===== config.mk =====
export PLATFORM = sky130hd
export DESIGN_NAME = bsew_host
export DESIGN_NICKNAME = d
export VERILOG_FILES = /design/src/include/bsew_pkg.sv /design/src/hdl/bsew_fifo.sv /design/src/hdl/bsew_host.sv
export SDC_FILE = /design/constraint.sdc
export NUM_CORES = 1
export LEC_CHECK = 0
export BUFFER_PORTS_ARGS = -buffer_cell sky130_fd_sc_hd__buf_4
export CORE_MARGIN = 2
export CORE_UTILIZATION = 47
export CTS_CLUSTER_DIAMETER = 120
export DETAILED_ROUTE_END_ITERATION = 8
export HOLD_SLACK_MARGIN = 0.06
export SKIP_CTS_REPAIR_TIMING = 1
export SLEW_MARGIN = 30
export SYNTH_ARGS = -nofsm -noshare
export SYNTH_HDL_FRONTEND = slang
export SYNTH_SLANG_ARGS = --single-unit
export TNS_END_PERCENT = 20

===== constraint.sdc =====
create_clock -name sys_clk -period 6.53 [get_ports sys_clk]
set_clock_uncertainty 0.15 [all_clocks]
set_input_delay 1.306 -clock sys_clk [delete_from_list [all_inputs] [get_ports sys_clk]]
set_output_delay 1.306 -clock sys_clk [all_outputs]
set_load 0.01 [all_outputs]

===== src/include/bsew_pkg.sv =====
// constants and types of the bit-serial eeprom page write controller
`default_nettype none
package bsew_pkg;
  localparam int CLK_PERIOD_NS = 4;
  localparam int T_LOW_NS = 50;
  localparam int T_HIGH_NS = 50;
  localparam int T_LOW_CYC = (T_LOW_NS + CLK_PERIOD_NS - 1) / CLK_PERIOD_NS;
  localparam int T_HIGH_CYC = (T_HIGH_NS + CLK_PERIOD_NS - 1) / CLK_PERIOD_NS;
  localparam int ADDR_BITS = 16;
  localparam int BYTE_BITS = 8;
  localparam int PAGE_BYTES = 32;
  localparam int FIFO_DEPTH = 8;
  localparam int CNT_W = 8;
  localparam logic [CNT_W-1:0] LOW_LOAD = CNT_W'(T_LOW_CYC - 1);
  localparam logic [CNT_W-1:0] HIGH_LOAD = CNT_W'(T_HIGH_CYC - 1);
  localparam logic [3:0] ADDR_LAST = 4'(ADDR_BITS - 1);
  localparam logic [3:0] BYTE_LAST = 4'(BYTE_BITS - 1);

  typedef enum logic [3:0] {
    S_IDLE = 4'h0,
    S_RR1 = 4'h1,
    S_RW0 = 4'h2,
    S_RR2 = 4'h3,
    S_ADDR = 4'h4,
    S_DATA = 4'h5,
    S_GR1 = 4'h6,
    S_GW1 = 4'h7,
    S_GR2 = 4'h8,
    S_POLL = 4'h9,
    S_DONE = 4'hA
  } bsew_state_t;

  typedef enum logic [2:0] {
    C_IDLE = 3'h0,
    C_SETUP = 3'h1,
    C_LOW = 3'h2,
    C_HOLD = 3'h3,
    C_HIGH = 3'h4
  } bsew_cyc_t;
endpackage
`default_nettype wire


===== src/hdl/bsew_fifo.sv =====
// page data fifo with valid and ready on both sides
`timescale 1ns/100ps
`default_nettype none
module bsew_fifo #(
  parameter int WIDTH = 8,
  parameter int DEPTH = 8
) (
  input wire logic sys_clk,
  input wire logic reset_n,
  input wire logic wrValid,
  output logic wrReady,
  input wire logic [WIDTH-1:0] wrData,
  output logic rdValid,
  input wire logic rdReady,
  output logic [WIDTH-1:0] rdData
);
  localparam int PW = (DEPTH > 1) ? $clog2(DEPTH) : 1;
  localparam int CW = $clog2(DEPTH + 1);
  localparam logic [CW-1:0] FULL_CNT = CW'(DEPTH);
  localparam logic [PW-1:0] LAST_PTR = PW'(DEPTH - 1);

  logic [WIDTH-1:0] mem [DEPTH];
  logic [PW-1:0] wrPtr_r;
  logic [PW-1:0] rdPtr_r;
  logic [CW-1:0] count_r;
  logic room_r;
  logic empty_r;
  wire push = wrValid && room_r;
  wire pop = rdReady && !empty_r;
  wire [CW-1:0] count_nxt = count_r + CW'(push) - CW'(pop);

  assign wrReady = room_r;
  assign rdValid = !empty_r;
  assign rdData = mem[rdPtr_r];

  always_ff @(posedge sys_clk) begin
    if (push) begin
      mem[wrPtr_r] <= wrData;
    end
  end

  always_ff @(posedge sys_clk or negedge reset_n) begin
    if (!reset_n) begin
      wrPtr_r <= '0;
      rdPtr_r <= '0;
      count_r <= '0;
      room_r <= 1'b1;
      empty_r <= 1'b1;
    end else begin
      if (push) begin
        wrPtr_r <= (wrPtr_r == LAST_PTR) ? '0 : wrPtr_r + PW'(1);
      end
      if (pop) begin
        rdPtr_r <= (rdPtr_r == LAST_PTR) ? '0 : rdPtr_r + PW'(1);
      end
      count_r <= count_nxt;
      room_r <= (count_nxt != FULL_CNT);
      empty_r <= (count_nxt == '0);
    end
  end
endmodule
`default_nettype wire


===== src/hdl/bsew_host.sv =====
// host controller that page-writes a bit-serial eeprom through its bus pins
//
// How it works
// - reset, address, data bytes, start command, in order
// - sixteen address writes, msb first, no reads
// - data as whole bytes of eight writes
// - read ends load; write one, read starts programming
// - never write strobe and output enable low together
`timescale 1ns/100ps
`default_nettype none
module bsew_host
  import bsew_pkg::*;
#(
  parameter int DEPTH = FIFO_DEPTH
) (
  input wire logic sys_clk,
  input wire logic reset_n,
  input wire logic cmdValid,
  output logic cmdReady,
  input wire logic [ADDR_BITS-1:0] cmdAddr,
  input wire logic [4:0] cmdLenM1,
  input wire logic wrValid,
  output logic wrReady,
  input wire logic [BYTE_BITS-1:0] wrData,
  input wire logic writeProtect,
  output logic busy,
  output logic done,
  output logic ceN,
  output logic oeN,
  output logic weN,
  output logic wpN,
  output logic ioOut,
  output logic ioOe,
  input wire logic ioIn
);
  bsew_state_t state_r;
  bsew_state_t state_nxt;
  bsew_cyc_t cyc_r;
  logic [CNT_W-1:0] cnt_r;
  logic [3:0] bitCnt_r;
  logic [4:0] byteLeft_r;
  logic [ADDR_BITS-1:0] shift_r;
  logic loaded_r;
  logic cycRead_r;
  logic rdBit_r;
  logic cmdReady_r;
  logic busy_r;
  logic done_r;
  logic ceN_r;
  logic oeN_r;
  logic weN_r;
  logic wpN_r;
  logic ioOut_r;
  logic ioOe_r;
  logic fifoValid;
  logic [BYTE_BITS-1:0] fifoData;

  wire accept = cmdValid && cmdReady_r && (state_r == S_IDLE);
  wire stepRead = (state_r == S_RR1) || (state_r == S_RR2) || (state_r == S_GR1) ||
                  (state_r == S_GR2) || (state_r == S_POLL);
  wire stepBit = (state_r == S_GW1) ? 1'b1 : (state_r == S_RW0) ? 1'b0 : shift_r[ADDR_BITS-1];
  wire active = (state_r != S_IDLE) && (state_r != S_DONE);
  wire needCycle = active && ((state_r != S_DATA) || loaded_r);
  wire cycStart = (cyc_r == C_IDLE) && needCycle;
  wire lowEnd = (cyc_r == C_LOW) && (cnt_r == '0);
  wire cycDone = (cyc_r == C_HIGH) && (cnt_r == '0);
  wire fifoPop = (state_r == S_DATA) && !loaded_r && (cyc_r == C_IDLE) && fifoValid;
  wire addrLast = (state_r == S_ADDR) && (bitCnt_r == ADDR_LAST);
  wire byteLast = (state_r == S_DATA) && (bitCnt_r == BYTE_LAST);

  // fifo stalls the sequencer between bytes; chip select stays high meanwhile
  bsew_fifo #(
    .WIDTH(BYTE_BITS),
    .DEPTH(DEPTH)
  ) u_fifo (
    .sys_clk(sys_clk),
    .reset_n(reset_n),
    .wrValid(wrValid),
    .wrReady(wrReady),
    .wrData(wrData),
    .rdValid(fifoValid),
    .rdReady(fifoPop),
    .rdData(fifoData)
  );

  // step order of one page write
  always_comb begin
    state_nxt = state_r;
    unique case (state_r)
      S_IDLE: if (accept) state_nxt = S_RR1;
      S_RR1: if (cycDone) state_nxt = S_RW0;
      S_RW0: if (cycDone) state_nxt = S_RR2;
      S_RR2: if (cycDone) state_nxt = S_ADDR;
      S_ADDR: if (cycDone && addrLast) state_nxt = S_DATA;
      S_DATA: if (cycDone && byteLast && (byteLeft_r == '0)) state_nxt = S_GR1;
      S_GR1: if (cycDone) state_nxt = S_GW1;
      S_GW1: if (cycDone) state_nxt = S_GR2;
      S_GR2: if (cycDone) state_nxt = S_POLL;
      S_POLL: if (cycDone && rdBit_r) state_nxt = S_DONE;
      S_DONE: state_nxt = S_IDLE;
      default: state_nxt = S_IDLE;
    endcase
  end

  always_ff @(posedge sys_clk or negedge reset_n) begin
    if (!reset_n) begin
      state_r <= S_IDLE;
      cmdReady_r <= 1'b0;
      busy_r <= 1'b0;
      done_r <= 1'b0;
      wpN_r <= 1'b0;
    end else begin
      state_r <= state_nxt;
      cmdReady_r <= (state_nxt == S_IDLE);
      busy_r <= (state_nxt != S_IDLE);
      done_r <= (state_nxt == S_DONE);
      wpN_r <= !writeProtect;
    end
  end

  // address and data shifter, byte and bit counters
  always_ff @(posedge sys_clk or negedge reset_n) begin
    if (!reset_n) begin
      shift_r <= '0;
      bitCnt_r <= '0;
      byteLeft_r <= '0;
      loaded_r <= 1'b0;
    end else if (accept) begin
      shift_r <= cmdAddr;
      bitCnt_r <= '0;
      byteLeft_r <= cmdLenM1;
      loaded_r <= 1'b0;
    end else if (fifoPop) begin
      shift_r <= {fifoData, {(ADDR_BITS-BYTE_BITS){1'b0}}};
      loaded_r <= 1'b1;
    end else if (cycDone && ((state_r == S_ADDR) || (state_r == S_DATA))) begin
      shift_r <= {shift_r[ADDR_BITS-2:0], 1'b0};
      bitCnt_r <= (addrLast || byteLast) ? '0 : bitCnt_r + 4'h1;
      if (byteLast) begin
        loaded_r <= 1'b0;
        byteLeft_r <= byteLeft_r - 5'h01;
      end
    end
  end

  // one bus cycle: setup, strobe low, hold, recovery
  always_ff @(posedge sys_clk or negedge reset_n) begin
    if (!reset_n) begin
      cyc_r <= C_IDLE;
      cnt_r <= '0;
    end else begin
      unique case (cyc_r)
        C_IDLE: if (cycStart) cyc_r <= C_SETUP;
        C_SETUP: begin
          cyc_r <= C_LOW;
          cnt_r <= LOW_LOAD;
        end
        C_LOW: begin
          if (cnt_r == '0) begin
            cyc_r <= C_HOLD;
          end else begin
            cnt_r <= cnt_r - 8'h01;
          end
        end
        C_HOLD: begin
          cyc_r <= C_HIGH;
          cnt_r <= HIGH_LOAD;
        end
        C_HIGH: begin
          if (cnt_r == '0) begin
            cyc_r <= C_IDLE;
          end else begin
            cnt_r <= cnt_r - 8'h01;
          end
        end
        default: cyc_r <= C_IDLE;
      endcase
    end
  end

  // pin drivers
  always_ff @(posedge sys_clk or negedge reset_n) begin
    if (!reset_n) begin
      ceN_r <= 1'b1;
      oeN_r <= 1'b1;
      weN_r <= 1'b1;
      ioOut_r <= 1'b0;
      ioOe_r <= 1'b0;
      cycRead_r <= 1'b0;
      rdBit_r <= 1'b0;
    end else begin
      if (cycStart) begin
        cycRead_r <= stepRead;
        ioOut_r <= stepBit;
        ioOe_r <= !stepRead;
      end
      if (cyc_r == C_SETUP) begin
        ceN_r <= 1'b0;
        weN_r <= cycRead_r;
        oeN_r <= !cycRead_r;
      end
      if (lowEnd) begin
        ceN_r <= 1'b1;
        weN_r <= 1'b1;
        oeN_r <= 1'b1;
        if (cycRead_r) begin
          rdBit_r <= ioIn;
        end
      end
      if (cyc_r == C_HOLD) begin
        ioOe_r <= 1'b0;
      end
    end
  end

  assign cmdReady = cmdReady_r;
  assign busy = busy_r;
  assign done = done_r;
  assign ceN = ceN_r;
  assign oeN = oeN_r;
  assign weN = weN_r;
  assign wpN = wpN_r;
  assign ioOut = ioOut_r;
  assign ioOe = ioOe_r;
endmodule
`default_nettype wire


Yosys cells after proc, flatten, opt, wreduce, memory -nomap -nowiden
Memory sizes are Yosys's and may differ from the RTL's.
Index checks and enable logic that the tools add are counted.

storage, ports and cells
  output and inout port bits = 10
  RAM bits = 64
  bits of input ports = 35
  register bits = 64
  memories = 1
  logic and storage cells = 157

operators by class
  $add $sub $neg = 7
  reductions and logical operators = 54
  mux-type cells = 46
  equal/unequal tests = 26

memory list
  name        words  bits a word  read ports  clocked after memory_dff  write ports  line             RTL
  u_fifo.mem  8      8            1           0                         1            bsew_fifo.sv:22  logic [WIDTH-1:0] mem [DEPTH];

operators by type and width
  cell                                                  number
  two-way mux 4 bit                                     14
  two-way mux 16 bit                                    3
  one-hot mux 4 bit (10 select lines)                   1
  equality test 4 x 3 -> 1 bit (second input constant)  5
  two-way mux 5 bit                                     4
  logical AND 1 bit                                     19
  equality test 4 bit (second input constant)           4
  two-way mux 1 bit                                     16
  one-hot mux 8 bit (2 select lines)                    1
  two-way mux 3 bit                                     5
  one-hot mux 3 bit (5 select lines)                    1
  zero test 4 bit                                       3
  nonzero test 2 bit                                    5
  equality test 3 bit (second input constant)           3
  equality test 4 x 2 -> 1 bit (second input constant)  2
  zero test 8 bit                                       1
  two-way mux 8 bit                                     1
  inequality test 2 bit (second input constant)         4
  inequality test 4 bit (second input constant)         2
  AND reduction 2 bit                                   4
  nonzero test 4 bit                                    2
  subtractor 8 x 1 -> 8 bit (second input constant)     1
  logical OR 1 bit                                      7
  adder 3 x 1 -> 3 bit (second input constant)          2
  other kinds (15)                                      23

Longest topological paths before layout
  depth in word-level cells = 8
  gate-level depth with buffers = 9
  depth with buffers taken out = 9

Hierarchy
From an unflattened synthesis, not the netlist that was laid out.

unflattened totals
  cells, all modules = 469
  area, all modules = 6029.5 sq um

modules (own cells, without submodules)
  module     area an instance (sq um)  cells each  sequential area each (sq um)  instances
  bsew_fifo  3133.0                    153         2224.6                        1
  bsew_host  2896.5                    316         1305.0                        1

Worst setup path after synthesis
Ideal clock, no wire load.

  path type = input port to flip-flop
  from = input wrValid
  to = memory u_fifo.mem[0][0] (enable)
  setup slack = 3678 ps
  path buffers = 0
  setup time = 395 ps
  data required time = 5985 ps
  stages on the path = 2
  arrival = 2307 ps
  cells stage by stage = nand2_1 nor4_1

on the way
  cells in the longest elaborated chain, start to end = 3

ends and longest elaborated chain
  element                                  line             RTL
  start: declaration                       bsew_host.sv:22  input wire logic wrValid,
  logical AND 1 bit                        bsew_fifo.sv:28  wire push = wrValid && room_r;
  two-way mux 1 bit                        bsew_fifo.sv:37  if (push) begin
  two-way mux 1 bit (implied by the code)  bsew_fifo.sv:38  mem[wrPtr_r] <= wrData;
  end: declaration                         bsew_fifo.sv:22

No other way between the ends.

Worst setup path in the final report
  from = register cyc_r[1]
  to = register u_fifo.empty_r

on the way
  cells in the longest elaborated chain, start to end = 6

ends and longest elaborated chain
  element                          line              RTL
  start: declaration               bsew_host.sv:38   bsew_cyc_t cyc_r;
  start signal: assignment         bsew_host.sv:149  cyc_r <= C_IDLE;
  start signal: assignment         bsew_host.sv:153  C_IDLE: if (cycStart) cyc_r <= C_SETUP;
  start signal: assignment         bsew_host.sv:155  cyc_r <= C_LOW;
  zero test 3 bit                  bsew_host.sv:67   wire fifoPop = (state_r == S_DATA) && !loaded_r && (cyc_r == C_IDLE) && fifoValid;
  logical AND 1 bit (2 in series)  bsew_host.sv:67
  logical AND 1 bit                bsew_fifo.sv:29   wire pop = rdReady && !empty_r;
  named net u_fifo.pop             bsew_fifo.sv:29
  subtractor 4 x 1 -> 4 bit        bsew_fifo.sv:30   wire [CW-1:0] count_nxt = count_r + CW'(push) - CW'(pop);
  named net u_fifo.count_nxt[1]    bsew_fifo.sv:30
  zero test 4 bit                  bsew_fifo.sv:58   empty_r <= (count_nxt == '0);
  end signal: assignment           bsew_fifo.sv:58
  end: declaration                 bsew_fifo.sv:27   logic empty_r;

The timed path passes the listed nets, and every way through them passes these cells.
A chain may end at the register's enable or synchronous reset.

==> flow_summary.yaml <==
grt:
  grt_pass1_wl_um: 19440
  grt_max_degree: 65
  globalRoute.totalOverflow: 0
  grt_pass1_vias: 3824
  grt_usage_pct: 18.09
  antenna_found_initial: 0
timing:
  finalMaxSlewViolations: 0
  tns_ns: 0
  max_freq_ghz: 0.3122
  hold_slack_ns: 0.3536
  hold_viol_final: 0
  fin_ws_ns: 3.327
  relSlewSlack_pct: 39.24
  min_period_ns: 3.203
  setup_viol: 0
  timing.final.crit_share_pct: 49.05
  worst-slew-pin-transition_ns: 0.9046
  grt_setup_unrepaired: "no"
pwr:
  powerDensity_nw_per_um2: 300.2
  power.leakage_uw: 0.002724
  vdd_drop_max_mv: 0.2910
  finalPower_uw: 2122
critical_path:
  r2r-start: "cyc_r[1]"
  critPathMaxFanout: 25
  worstSetupEndpoint: "u_fifo.empty_r"
  crit_required_ns: 6.73
  cp.arrival_ns: 3.40
  path_class: "flop to flop"
  r2r-end: "u_fifo.empty_r"
  end_kind: "flop"
  r2r_slack_ns: 3.33
  start_kind: "flop"
  worst-r2r-cell-count: 8
  startpoint: "cyc_r[1]"
floorplanning:
  die_area_um2: 13780
  start_util_pct: 48.06
  die_height_um: 117.4
  placementRows: 41
  die_x_um: 117.4
  core_area_um2: 12570
  ios: 45
route:
  ant_nets: 0
  routed_wirelength_um: 11750
  dr.first_iter.drc_count: 241
  vias_per_cell: 5.466
  route.detailed.drc: 0
  drt_pre_antenna_iters: 4
  vias: 3848
  wl_per_cell_um: 16.69
logic_synthesis:
  syn_nets: 527
  synth_top_family_by_area: "simple AND/OR/NAND/NOR gates"
  avgSynthCellArea_um2: 12.64
  synth.area.mux_share_pct: 10.56
  yosysSeqAreaShare_pct: 58.43
  synth-xor-area-share_pct: 2.030
  ys.flop_type: "edfxtp_1"
  synth-simple-area-share_pct: 14.66
  synth_compound_area_share_pct: 8.223
  ys_async_sr_fraction_pct: 50.00
  ys_ff_latch: 128
  synth-edff-count: 64
  yosysWarningCount: 0
  synth_fa_ha_area_share_pct: 3.024
  synth_cells: 478
  synth_cell_type_count: 65
  mappedNetlistArea_um2: 6041
placed_design:
  dpl_worst_slack_ns: 3.306
  hpwl_um: 7669
  place_congestion: 0.7990
  port_buffers: 44
cts:
  clock_latency_ns: 0.41
  clk_pin_slew_worst_paths_ns: 0.06
  cts_htree_levels: 4
  clock-root-buffer: "clkbuf_16"
  cts_tree: "built"
  cts.path.max_buffers: 2
  cts.sinks: 128
  cts-buffers-inserted: 17
worst_hold_path:
  worstHoldPathType: "flop to flop"
finish:
  regArea_um2: 3531
  area_delta_synth_final_pct: 17.03
  nNetsFinal: 569
  fin_util_pct: 56.25
  multi_input_area_um2: 2326
  layout-drive-gt1-share_pct: 22.93
  diodes: 0
  fillers: 1069
run:
  drv_cap: 0
status:
  status: "complete, no violations"
-- sequential cells by signal, indices dropped and copies added, names as in the netlist, 4 cells and up --
name / flops
bitCnt_r: 4
byteLeft_r: 5
cnt_r: 8
shift_r: 16
state_r: 4
u_fifo.count_r: 4
u_fifo.mem: 64
-- synth_stat cells, types with 7 or more instances --
cell type  instances  area, um2
edfxtp_1          64       1922
dfrtp_1           59       1476
nand2_1           43      161.4
nor2_1            36      135.1
o21ai_0           28      140.1
mux2i_1           21      210.2
nor3_1            17      85.08
mux4_2            16      360.4
clkbuf_1          15      56.30
ha_1              13      162.7
inv_1             13      48.80
nand3_1           11      55.05
nand2b_1           7      43.79
xnor2_1            7      61.31
xor2_1             7      61.31
-- where the power goes --
part,switching [uW],internal [uW],leakage [uW]
logic,121,98.1,0.00107
registers,36.9,938,0.00137
clock network,361,566,0.000287
total,519,1600,0.00272
-- final cells by class --
type / count / share of cell area [%]
flip-flops and latches: 128 / 49.95
multi-input cells: 311 / 32.90
clock buffers: 17 / 6.018
repair buffers: 49 / 5.204
well taps: 172 / 3.044
clock inverters: 14 / 2.195
inverters: 13 / 0.6903
-- critical path, stage by stage (launching register included) --
cell and delay (ns):
dfrtp_1 0.63, or3_1 0.50, nor4_1 0.46, ha_1 0.33, inv_1 0.05, ha_1 0.17, fa_1 0.43, nor3_1 0.24
nor2b_1 0.16
-- cell usage in the layout, fill, tap and decap left out, drive strengths merged, types with 8 or more instances in the layout --
master | netlist | layout
edfxtp | 64 | 64
dfrtp | 59 | 59
buf | 11 | 49
nand2 | 43 | 43
nor2 | 38 | 38
o21ai | 34 | 34
mux2i | 21 | 21
inv | 13 | 19
nor3 | 18 | 18
clkbuf | 15 | 17
mux4 | 16 | 16
ha | 13 | 13
nand3 | 12 | 12
nor4 | 8 | 8
-- cell families after synthesis --
logic type	Yosys count
adder cells (fa/ha/maj)	14
buffers and inverters	39
multiplexers	43
flip-flops	128
XOR/XNOR	14
AO/OA/AOI/OAI	77
AND/OR/NAND/NOR	163
-- how the worst min path moves through the flow --
stage                startpoint          end  slack [ns]  depth (start not counted)
floorplan           shift_r[12]  shift_r[12]        0.31                          1
global placement    shift_r[12]  shift_r[12]        0.33                          1
detailed placement  shift_r[13]  shift_r[13]        0.34                          1
CTS                 shift_r[13]  shift_r[13]        0.35                          1
global route        shift_r[12]  shift_r[12]        0.38                          1
finish              shift_r[13]  shift_r[13]        0.35                          1
-- per-layer routing --
layer / vias up / GRT usage [%] / routed length (um) / part of all wire [%]
met4: 0 / 5.873 / 167 / 1.4
met1: 1891 / 24.84 / 5606 / 48
met3: 14 / 5.302 / 548 / 4.7
met5: - / 0 / 0 / 0
met2: 81 / 27.89 / 5426 / 46
li1: 1862 / - / - / -
-- metrics by stage --
step	instances	area [um2]
global placement	673	6487
CTS	704	7069
global route	704	7069
finish	704	7069
floorplan	478	6041
detailed placement	673	6489
Power figures use the tool's default switching activity.
